[config.mk]
export PLATFORM = sky130hd
export DESIGN_NAME = runaway_timer
export DESIGN_NICKNAME = d
export VERILOG_FILES = /design/src/logic/runaway_timer_pkg.sv /design/src/logic/reset_stretch.sv /design/src/logic/runaway_timer.sv
export SDC_FILE = /design/constraint.sdc
export NUM_CORES = 1
export LEC_CHECK = 0
export BUFFER_PORTS_ARGS = -buffer_cell sky130_fd_sc_hd__buf_2
export CAP_MARGIN = 20
export CORE_UTILIZATION = 30
export CTS_BUF_LIST = sky130_fd_sc_hd__clkbuf_4 sky130_fd_sc_hd__clkbuf_8
export DETAILED_ROUTE_END_ITERATION = 8
export PLACE_DENSITY_LB_ADDON = 0.05
export SLEW_MARGIN = 20
export SYNTH_ARGS = -nofsm -noshare
export SYNTH_HDL_FRONTEND = slang
export SYNTH_SLANG_ARGS = --single-unit
[constraint.sdc]
create_clock -name i_ref_clk -period 3.3 [get_ports i_ref_clk]
set_input_delay 0.495 -clock i_ref_clk [delete_from_list [all_inputs] [get_ports i_ref_clk]]
set_output_delay 0.495 -clock i_ref_clk [all_outputs]
set_load 0.02 [all_outputs]
[src/logic/runaway_timer_pkg.sv]
// Constants for the runaway watchdog timer block
package runaway_timer_pkg;
    // ==========================================
    // Register map
    localparam logic [3:0] ADDR_MODE = 4'h0;
    localparam logic [3:0] ADDR_COMMAND = 4'h4;
    localparam logic [3:0] ADDR_IRQ_STATUS = 4'h8;
    localparam logic [3:0] ADDR_IRQ_CLEAR = 4'hC;
    // Five-bit address for the enable register (byte address 0x10)
    localparam logic [4:0] ADDR_IRQ_ENABLE = 5'h10;
    // ==========================================
    // Mode register fields
    localparam int MODE_ENABLE_BIT = 7;
    localparam int MODE_PERIOD_LSB = 4;
    localparam int MODE_IDLE_BIT = 2;
    localparam int MODE_ACTION_BIT = 1;
    localparam logic MODE_ENABLE_RST = 1'b1;
    localparam logic [2:0] MODE_PERIOD_RST = 3'h0;
    localparam logic MODE_IDLE_RST = 1'b0;
    localparam logic MODE_ACTION_RST = 1'b1;
    // ==========================================
    // Command codes
    localparam logic [7:0] CMD_DISABLE = 8'hB1;
    localparam logic [7:0] CMD_CLEAR = 8'h4E;
    // ==========================================
    // Counter and timing
    localparam int COUNT_WIDTH = 25;
    localparam logic [2:0] PERIOD_MAX_CODE = 3'h5;
    localparam logic [5:0] RESET_HOLD_STATES = 6'h20;
    // Status bits: 0 timeout, 1 prohibited period code seen
    localparam int IRQ_WIDTH = 2;
    localparam int IRQ_TIMEOUT_BIT = 0;
    localparam int IRQ_BADCODE_BIT = 1;
endpackage

[src/logic/reset_stretch.sv]
// Holds the internal reset request for a fixed number of states
`timescale 1ns/10ps
`default_nettype none
module reset_stretch
    import runaway_timer_pkg::*;
(
    // Clock and reset
    input wire logic i_ref_clk,
    input wire logic i_rst,
    // Trigger and stretched output
    input wire logic i_fire,
    output logic o_hold
);
    logic [5:0] hold_count;

    // ==========================================
    // Hold counter
    // hold 32 states
    always_ff @(posedge i_ref_clk or posedge i_rst) begin
        if (i_rst) begin
            hold_count <= 6'h00;
        end else if (i_fire && hold_count == 6'h00) begin
            hold_count <= RESET_HOLD_STATES;
        end else if (hold_count != 6'h00) begin
            hold_count <= hold_count - 6'h01;
        end
    end

    assign o_hold = (hold_count != 6'h00);
endmodule
`default_nettype wire

[src/logic/runaway_timer.sv]
// Runaway watchdog timer: counter, mode and command registers, interrupts
`timescale 1ns/10ps
`default_nettype none
module runaway_timer
    import runaway_timer_pkg::*;
(
    // Clock and reset
    input wire logic i_ref_clk,
    input wire logic i_rst,
    // Register port
    input wire logic [7:0] i_addr,
    input wire logic [31:0] i_wdata,
    input wire logic i_wr,
    input wire logic i_rd,
    output logic [31:0] o_rdata,
    // Processor state pins
    input wire logic i_idle_mode,
    input wire logic i_debug_mode,
    // Timeout outputs
    output logic o_timeout_interrupt,
    output logic o_internal_reset,
    output logic o_clock_reinit,
    output logic o_irq
);
    logic counter_enable;
    logic [2:0] period_select;
    logic idle_run;
    logic timeout_action_select;
    logic disable_armed;
    logic [COUNT_WIDTH-1:0] count;
    logic nmi_pending;
    logic [IRQ_WIDTH-1:0] irq_status;
    logic [IRQ_WIDTH-1:0] irq_enable;
    // Pin order in the synchroniser vector
    localparam int PIN_IDLE = 0;
    localparam int PIN_DEBUG = 1;
    localparam int PIN_COUNT = 2;
    logic [PIN_COUNT-1:0] pin_raw;
    logic [PIN_COUNT-1:0] pin_sync;
    logic idle_sync, debug_sync;
    logic [IRQ_WIDTH-1:0] status_event;
    logic wr_mode, wr_cmd, wr_clr, wr_en;
    logic cmd_clear, cmd_disable, run, expire, bad_code;
    logic [COUNT_WIDTH-1:0] limit;

    // Timeout count for a period code, all ones at the chosen width
    function automatic logic [COUNT_WIDTH-1:0] period_limit(input logic [2:0] code);
        logic [COUNT_WIDTH-1:0] value;
        value = '1;
        case (code)
            3'h0: value = {{(COUNT_WIDTH-15){1'b0}}, {15{1'b1}}};
            3'h1: value = {{(COUNT_WIDTH-17){1'b0}}, {17{1'b1}}};
            3'h2: value = {{(COUNT_WIDTH-19){1'b0}}, {19{1'b1}}};
            3'h3: value = {{(COUNT_WIDTH-21){1'b0}}, {21{1'b1}}};
            3'h4: value = {{(COUNT_WIDTH-23){1'b0}}, {23{1'b1}}};
            default: value = '1;
        endcase
        return value;
    endfunction

    // ==========================================
    // Pin synchronisers
    // Both pins are asynchronous, so each passes two flops before use
    assign pin_raw[PIN_IDLE] = i_idle_mode;
    assign pin_raw[PIN_DEBUG] = i_debug_mode;
    for (genvar p = 0; p < PIN_COUNT; p++) begin : g_sync
        logic meta;
        logic held;
        // Only the second flop reads the first
        always_ff @(posedge i_ref_clk or posedge i_rst) begin
            if (i_rst) begin
                meta <= 1'b0;
                held <= 1'b0;
            end else begin
                meta <= pin_raw[p];
                held <= meta;
            end
        end
        assign pin_sync[p] = held;
    end
    // Gating sees the pins two cycles late
    assign idle_sync = pin_sync[PIN_IDLE];
    assign debug_sync = pin_sync[PIN_DEBUG];

    // ==========================================
    // Address decode
    assign wr_mode = i_wr && (i_addr == {4'h0, ADDR_MODE});
    assign wr_cmd = i_wr && (i_addr == {4'h0, ADDR_COMMAND});
    assign wr_clr = i_wr && (i_addr == {4'h0, ADDR_IRQ_CLEAR});
    assign wr_en = i_wr && (i_addr == {3'h0, ADDR_IRQ_ENABLE});
    assign cmd_clear = wr_cmd && (i_wdata[7:0] == CMD_CLEAR);
    assign cmd_disable = wr_cmd && (i_wdata[7:0] == CMD_DISABLE);

    // ==========================================
    // Mode register
    // reset values
    always_ff @(posedge i_ref_clk or posedge i_rst) begin
        if (i_rst) begin
            period_select <= MODE_PERIOD_RST;
            idle_run <= MODE_IDLE_RST;
            timeout_action_select <= MODE_ACTION_RST;
        end else if (o_internal_reset) begin
            period_select <= MODE_PERIOD_RST;
            idle_run <= MODE_IDLE_RST;
            timeout_action_select <= MODE_ACTION_RST;
        end else if (wr_mode) begin
            period_select <= i_wdata[MODE_PERIOD_LSB +: 3];
            idle_run <= i_wdata[MODE_IDLE_BIT];
            timeout_action_select <= i_wdata[MODE_ACTION_BIT];
        end
    end

    // ==========================================
    // Enable state: bit write arms, disable code completes
    always_ff @(posedge i_ref_clk or posedge i_rst) begin
        if (i_rst) begin
            disable_armed <= 1'b0;
            counter_enable <= MODE_ENABLE_RST;
        end else if (o_internal_reset) begin
            disable_armed <= 1'b0;
            counter_enable <= MODE_ENABLE_RST;
        end else if (wr_mode) begin
            disable_armed <= ~i_wdata[MODE_ENABLE_BIT];
            if (i_wdata[MODE_ENABLE_BIT]) begin
                counter_enable <= 1'b1;
            end
        end else if (cmd_disable && disable_armed) begin
            counter_enable <= 1'b0;
        end
    end

    // ==========================================
    // Binary counter
    assign limit = period_limit(period_select);
    assign run = counter_enable && !debug_sync && (idle_run || !idle_sync);
    assign expire = run && (count >= limit);
    always_ff @(posedge i_ref_clk or posedge i_rst) begin
        if (i_rst) begin
            count <= '0;
        end else if (o_internal_reset) begin
            count <= '0;
        end else if (cmd_clear || (cmd_disable && disable_armed)) begin
            count <= '0;
        end else if (expire) begin
            count <= '0;
        end else if (run) begin
            count <= count + {{(COUNT_WIDTH-1){1'b0}}, 1'b1};
        end
    end

    // ==========================================
    // Timeout signalling
    // interrupt level until clear code or internal reset
    always_ff @(posedge i_ref_clk or posedge i_rst) begin
        if (i_rst) begin
            nmi_pending <= 1'b0;
        end else if (expire && !timeout_action_select) begin
            nmi_pending <= 1'b1;
        end else if (cmd_clear || o_internal_reset) begin
            nmi_pending <= 1'b0;
        end
    end
    assign o_timeout_interrupt = nmi_pending;

    reset_stretch u_stretch (
        .i_ref_clk(i_ref_clk),
        .i_rst(i_rst),
        .i_fire(expire && timeout_action_select),
        .o_hold(o_internal_reset)
    );
    // Clock selection returns to the oscillator while reset is held
    assign o_clock_reinit = o_internal_reset;

    // ==========================================
    // Interrupt status, set wins over clear
    // prohibited code flagged
    assign bad_code = (period_select > PERIOD_MAX_CODE);
    assign status_event[IRQ_TIMEOUT_BIT] = expire;
    assign status_event[IRQ_BADCODE_BIT] = bad_code;
    // One sticky bit per event; an event in the clear cycle is not lost
    for (genvar s = 0; s < IRQ_WIDTH; s++) begin : g_status
        logic sticky;
        always_ff @(posedge i_ref_clk or posedge i_rst) begin
            if (i_rst) begin
                sticky <= 1'b0;
            end else if (status_event[s]) begin
                sticky <= 1'b1;
            end else if (wr_clr && i_wdata[s]) begin
                sticky <= 1'b0;
            end
        end
        assign irq_status[s] = sticky;
    end

    always_ff @(posedge i_ref_clk or posedge i_rst) begin
        if (i_rst) begin
            irq_enable <= '0;
        end else if (wr_en) begin
            irq_enable <= i_wdata[IRQ_WIDTH-1:0];
        end
    end
    assign o_irq = |(irq_status & irq_enable);

    // ==========================================
    // Read data, one cycle after the strobe, zero otherwise
    always_ff @(posedge i_ref_clk or posedge i_rst) begin
        if (i_rst) begin
            o_rdata <= 32'h0000_0000;
        end else if (i_rd) begin
            case (i_addr)
                {4'h0, ADDR_MODE}: o_rdata <= {24'h00_0000, counter_enable, period_select,
                    1'b0, idle_run, timeout_action_select, 1'b0};
                {4'h0, ADDR_IRQ_STATUS}: o_rdata <= {{(32-IRQ_WIDTH){1'b0}}, irq_status};
                {3'h0, ADDR_IRQ_ENABLE}: o_rdata <= {{(32-IRQ_WIDTH){1'b0}}, irq_enable};
                default: o_rdata <= 32'h0000_0000;
            endcase
        end else begin
            o_rdata <= 32'h0000_0000;
        end
    end
endmodule
`default_nettype wire

== Word level (Yosys, flattened, before mapping) ==
Index checks and enable logic that the tools add are counted.

* Memories kept: 0
* Word-level logic and storage cells: 94
* Memory bits (writable): 0
* Memory bits (read-only): 0
* Latch bits: 0
* Register bits: 79

* Bitwise logic cells: 2
* $lt $le $gt $ge: 2
* Muxes and demuxes: 27
* Add/subtract/negate cells: 2
* Shift-type cells: 0
* Equal/unequal tests: 11
* Div/mod/pow operators: 0
* $mul: 0
* Reductions and logical operators: 34

{| class="wikitable"
|+ Operator list
! cell !! number
|-
| 25-bit one-hot mux with 5 select lines || 1
|-
| 25-bit two-way mux || 4
|-
| 32-bit two-way mux || 1
|-
| 25-bit by 1-bit adder with 25-bit output (second input constant) || 1
|-
| 25-bit >= comparator || 1
|-
| 8-bit one-hot mux with 3 select lines || 1
|-
| 8-bit by 4-bit equality test with 1-bit output (second input constant) || 2
|-
| 1-bit two-way mux || 16
|-
| 1-bit logical AND || 15
|-
| 6-bit two-way mux || 2
|-
| 2-bit nonzero test || 5
|-
| 8-bit by 3-bit equality test with 1-bit output (second input constant) || 1
|-
| 8-bit by 5-bit equality test with 1-bit output (second input constant) || 1
|-
| 8-bit by 7-bit equality test with 1-bit output (second input constant) || 1
|-
| 8-bit equality test (second input constant) || 1
|-
| 8-bit logical NOT || 1
|-
| 3-bit by 2-bit equality test with 1-bit output (second input constant) || 2
|-
| 6-bit logical NOT || 1
|-
| 3-bit two-way mux || 2
|-
| 6-bit nonzero test || 1
|-
| 6-bit by 1-bit subtractor with 6-bit output (second input constant) || 1
|-
| 4-bit nonzero test || 1
|-
| 3-bit by 1-bit equality test with 1-bit output (second input constant) || 1
|-
| 3-bit equality test (second input constant) || 1
|-
| 10 further kinds || 14
|}

== Longest topological paths before layout ==
* Word-level depth: 7
* Gate-level depth with buffers: 10
* Gate-level depth less buffers: 9

== Cells and area by module ==
From an unflattened synthesis, not the netlist that was laid out.

* Cells, all modules: 337
* Area total of the unflattened synthesis: 3264.4 sq um

{| class="wikitable"
|+ Modules (own cells, without submodules)
! module !! sequential area each (sq um) !! times used !! cells each !! area an instance (sq um)
|-
| runaway_timer || 1203.7 || 1 || 306 || 2940.3
|-
| reset_stretch || 150.1 || 1 || 31 || 324.1
|}

== Least setup slack after synthesis ==
No wires, ideal clock.

* Path type: reg-to-reg
* From: register period_select[1]
* To: register count[23]
* Period minus slack after synthesis: 2681 ps
* Setup slack: 619 ps
* Setup time: 82 ps
* Arrival time: 2599 ps
* Stages on the path, launching flop included: 10
* Buffers on the path: 1
* Cell sequence: dfrtp_1 o21ai_0 ha_1 a21oi_1 o21ai_0 a31o_2 or4b_1 buf_2 or4_1 a31oi_1

* Cells in the longest elaborated chain, start to end: 7

{| class="wikitable"
|+ RTL lines
! element !! RTL line !! text
|-
| start: declaration || runaway_timer.sv:26 || <nowiki>logic [2:0] period_select;</nowiki>
|-
| start signal: assignment || runaway_timer.sv:107 || <nowiki>period_select <= i_wdata[MODE_PERIOD_LSB +: 3];</nowiki>
|-
| 3-bit equality test, or another cell as far along || runaway_timer.sv:50 || <nowiki>case (code)</nowiki>
|-
| 25-bit one-hot mux with 5 select lines * || runaway_timer.sv:50 ||
|-
| 25-bit >= comparator * || runaway_timer.sv:136 || <nowiki>assign expire = run && (count >= limit);</nowiki>
|-
| 1-bit logical AND * || runaway_timer.sv:136 ||
|-
| 25-bit two-way mux || runaway_timer.sv:144 || <nowiki>end else if (expire) begin</nowiki>
|-
| 25-bit two-way mux || runaway_timer.sv:142 || <nowiki>end else if (cmd_clear || (cmd_disable && disable_armed)) begin</nowiki>
|-
| 25-bit two-way mux || runaway_timer.sv:140 || <nowiki>end else if (o_internal_reset) begin</nowiki>
|-
| end signal: assignment || runaway_timer.sv:147 || <nowiki>count <= count + {{(COUNT_WIDTH-1){1'b0}}, 1'b1};</nowiki>
|-
| end: declaration || runaway_timer.sv:30 || <nowiki>logic [COUNT_WIDTH-1:0] count;</nowiki>
|}

Every way passes the cells marked *; elsewhere a longest branch is shown, timed or not.
A chain may end at the register's enable or synchronous reset.

== Worst setup path after layout ==
* From: register period_select[2]
* To: register count[23]

Same word-level chain as after synthesis.

==> summary.md <==
| Metric | Value |
|---|---|
| CTS Buffer Depth | `2` |
| Clock slew at reported path FFs | `0.10 ns` |
| Overflow after GRT | `0` |
| Area of the multi-input gates | `1630 µm²` |
| YS warnings | `0` |
| I/O pin count | `82` |
| Run status | `finished, final reports clean` |
| Antenna Nets Post-Route | `0` |
| Starting density of the core | `30.8%` |
| Final count of pins violating max slew | `0` |
| Post-DR wirelength/cell | `14.2 µm` |
| Post-DP HPWL | `5290 µm` |
| Tcrit/Tclk final | `89.9%` |
| # resized after CTS | `0` |
| Root Driver | `clkbuf_8` |
| Post-Layout Cell Count | `529` |
| FILL cells | `1097` |
| Synth Area per Inst | `8.91 µm²` |
| VDD IR max | `0.000171 V` |
| Hold buffers post-CTS | `0` |
| Final wirelength | `7520 µm` |
| Worst EP arrival | `3.20 ns` |
| Reg power frac | `55.1%` |
| Met2 WL | `3420 µm` |
| Vias | `2594` |
| R2r worst-path depth | `9` |
| Int Power | `938 µW` |
| RSZ-0062 raised after global routing | `no` |
| CTS buffer count | `5` |
| Htree depth | `2` |
| Row cnt | `37` |
| Antenna violations before repair | `0` |
| Worst Setup End Kind | `flip-flop` |
| Clk Latency, worst-skew pair | `0.31 ns` |
| Min-delay worst type | `in -> async` |
| Drt first-iter violations | `103` |
| Gate power share | `8.6%` |
| DR top layer | `met4` |
| Critical Path Max Stage Delay | `0.52 ns` |
| CP delay by family, top | `simple AND/OR/NAND/NOR gates` |
| Crit Path Max Fanout | `8` |
| IO Port Bufs | `32` |
| GP Congestion | `0.719` |
| Fin nets | `449` |
| Routed length on met3 | `230 µm` |
| Cell Chain, Critical Path | `o21ai_0 -> ha_1 -> a21oi_1 -> o21ai_0 -> a31o_2 -> or4b_1 -> buf_4 -> or4_1 -> a31oi_1` |
| ANT cells | `0` |
| CP most frequent cell | `o21ai_0` |
| RR Endpoint | `count[23]` |
| Worst r2r src | `period_select[2]` |
| Slew margin rel. | `60.0%` |
| Sw power | `321 µW` |
| Least-Margin Pin Slew | `0.600 ns` |
| Sequential Area | `1350 µm²` |
| Yosys reg bits | `54` |
| Switching part of the total power | `25.5%` |
| Syn-to-layout area delta | `11.8%` |
| Core Area | `10300 µm²` |
| Leakage | `0.00160 µW` |
| Die Footprint | `11000 µm²` |
| Synthesized cell area | `3170 µm²` |
| Share of layout cells above drive strength 1 | `17.0%` |
| GRT Total Usage | `14.3%` |
| Die height | `105 µm` |
| Clock network power share | `36.3%` |
| Main synth FF type | `dfrtp_1` |
| Largest net degree at the start of global routing | `36` |
| Asr flop ratio synth | `100%` |
| Period minus WS final | `2.97 ns` |
| FMAX | `0.337 GHz` |
| # setup viols final | `0` |
| EDFF count, synth | `0` |
| Setup TNS | `0 ns` |
| Critical path startpoint category | `flip-flop` |
| Vias in the first global route | `2458` |
| Synthesized instance count | `356` |
| Placed cell count | `521` |
| Global-route wire length before repair | `12600 µm` |
| Slowest library cell on the worst path | `dfrtp_1` |
| Post-route DRC | `0` |
| CP Buf/Inv Count | `1` |
| M1 WL | `3830 µm` |
| CP Data Required Time | `3.53 ns` |
| Register-to-register setup slack | `0.33 ns` |
| Clock sink count | `54` |
| Pwr dens | `355 nW/µm²` |
| Setup bufs post-CTS | `0` |
| CTS tree | `yes` |
| Drt first pass iters | `4` |
| Yosys cell types | `50` |
| Maxcap violations | `0` |
| Chip width | `105 µm` |
| Final clock skew | `0.00783 ns` |
| Crit Path Class | `reg -> reg` |
| Final hold viol count | `0` |
| Drt via density | `4.90` |
| Sequential share of the synthesized area | `42.7%` |
[stage by stage]
| step | hold WS [ns] | total power [µW] | setup WS (ns) | util, % | cell area [µm²] |
|---|---|---|---|---|---|
| finish | 0.243 | 1260 | 0.332 | 34.5 | 3540 |
| CTS | 0.268 | 1290 | 0.280 | 34.5 | 3540 |
| detailed placement | 0.335 | 816 | 0.335 | 33.4 | 3430 |
| global route | 0.273 | 1330 | 0.154 | 34.5 | 3540 |
| global placement | 0.334 | 815 | 0.344 | 33.4 | 3430 |
| floorplan | 0.331 | 801 | 0.619 | - | 3260 |
[final cells by class]
type,count,share of cell area [%]
clock inverters,3,1.27
well taps,136,4.80
flip-flops and latches,54,38.2
clock buffers,5,1.94
repair buffers,43,6.85
inverters,9,0.953
multi-input cells,279,46.0
[registers in the layout, indices dropped and copies added, names as in the netlist]
signal	cells
idle_run	1
o_rdata	7
g_status.sticky	2
period_select	3
count	25
g_sync.held	1
timeout_action_select	1
debug_sync	1
g_sync.meta	2
counter_enable	1
u_stretch.hold_count	6
o_timeout_interrupt	1
disable_armed	1
irq_enable	2
[layer usage]
layer | up-vias | global-route usage, %
met5 | - | 0
met4 | 0 | 3.02
met3 | 2 | 2.43
met2 | 51 | 23.5
met1 | 1230 | 19.8
li1 | 1311 | -
[cell usage in the layout (no fill, tap or decap), drive strengths merged, types with 2 or more instances in the layout]
cell	Yosys	final
a31oi	24	24
nand3b	7	7
conb	1	25
and4	2	2
dfstp	2	2
nand2	54	54
buf	28	43
dfrtp	52	52
or4	4	4
and3	4	4
nor4	6	6
and2	8	8
o211ai	4	4
or3	13	13
a22o	6	6
nand2b	2	2
a21o	4	4
nor2	16	16
nor3	11	11
mux2	3	3
ha	11	11
nand4	6	6
clkinvlp	0	2
a21oi	8	8
nand3	31	31
nor2b	4	4
xnor2	3	3
nand4b	2	2
or2	2	2
o21ai	6	6
inv	9	9
clkbuf	10	5
[kinds of logic after synthesis]
kind of cell	count (synthesis)	synth area share [%]
simple gates	175	28.5
mux	4	1.50
other cells	1	0.118
xor+xnor	3	0.829
fa+ha+maj	11	4.34
flops	54	42.7
buf+inv	47	8.92
compound gates	61	13.1
[synth_stat cells (3+ instances only)]
cell type   n  area share [%]
nor3_1     11             1.7
nand3_1    31             4.9
buf_4      26             6.2
and3_1      4            0.79
a21oi_1     8             1.3
a31oi_1    24             4.7
nor4_1      6             1.2
nand3b_1    7             1.7
a21o_1      4            0.95
nand4_1     6             1.2
nor2b_1     4            0.79
o21ai_0     6            0.95
xnor2_1     3            0.83
inv_1       9             1.1
clkbuf_1   10             1.2
or4_1       4            0.95
o211ai_1    4            0.95
a22o_1      4             1.1
nor2_1     16             1.9
and2_1      7             1.4
ha_1       11             4.3
or3_1      11             2.2
nand2_1    54             6.4
dfrtp_1    52              41
[worst max path at each step]
stage / cells past startpoint / from / slack, ns / end
after floorplan: 9 / period_select[1] / 0.62 / count[23]
after global placement: 9 / period_select[2] / 0.34 / count[23]
after detailed placement: 9 / period_select[2] / 0.34 / count[23]
after CTS: 9 / period_select[2] / 0.28 / count[23]
after global routing: 9 / period_select[2] / 0.15 / count[12]
final: 9 / period_select[2] / 0.33 / count[23]
[worst reg2reg max path, delay by kind of cell, from the launching register on]
family,cells,cell delay (ns)
AND/OR/NAND/NOR,2,1.02
AO/OA/AOI/OAI,5,0.82
buffers and inverters,1,0.19
adder cells (fa/ha/maj),1,0.34
flip-flops,1,0.52
[power groups by stage]
stage               sequential, µW  combinational (µW)  clock (µW)
floorplan                      701                 100           0
global placement               706                 109           0
detailed placement             706                 110           0
CTS                            693                 111         488
global route                   696                 123         510
finish                         693                 109         457
Note: power is estimated with default switching activity, not from simulation.
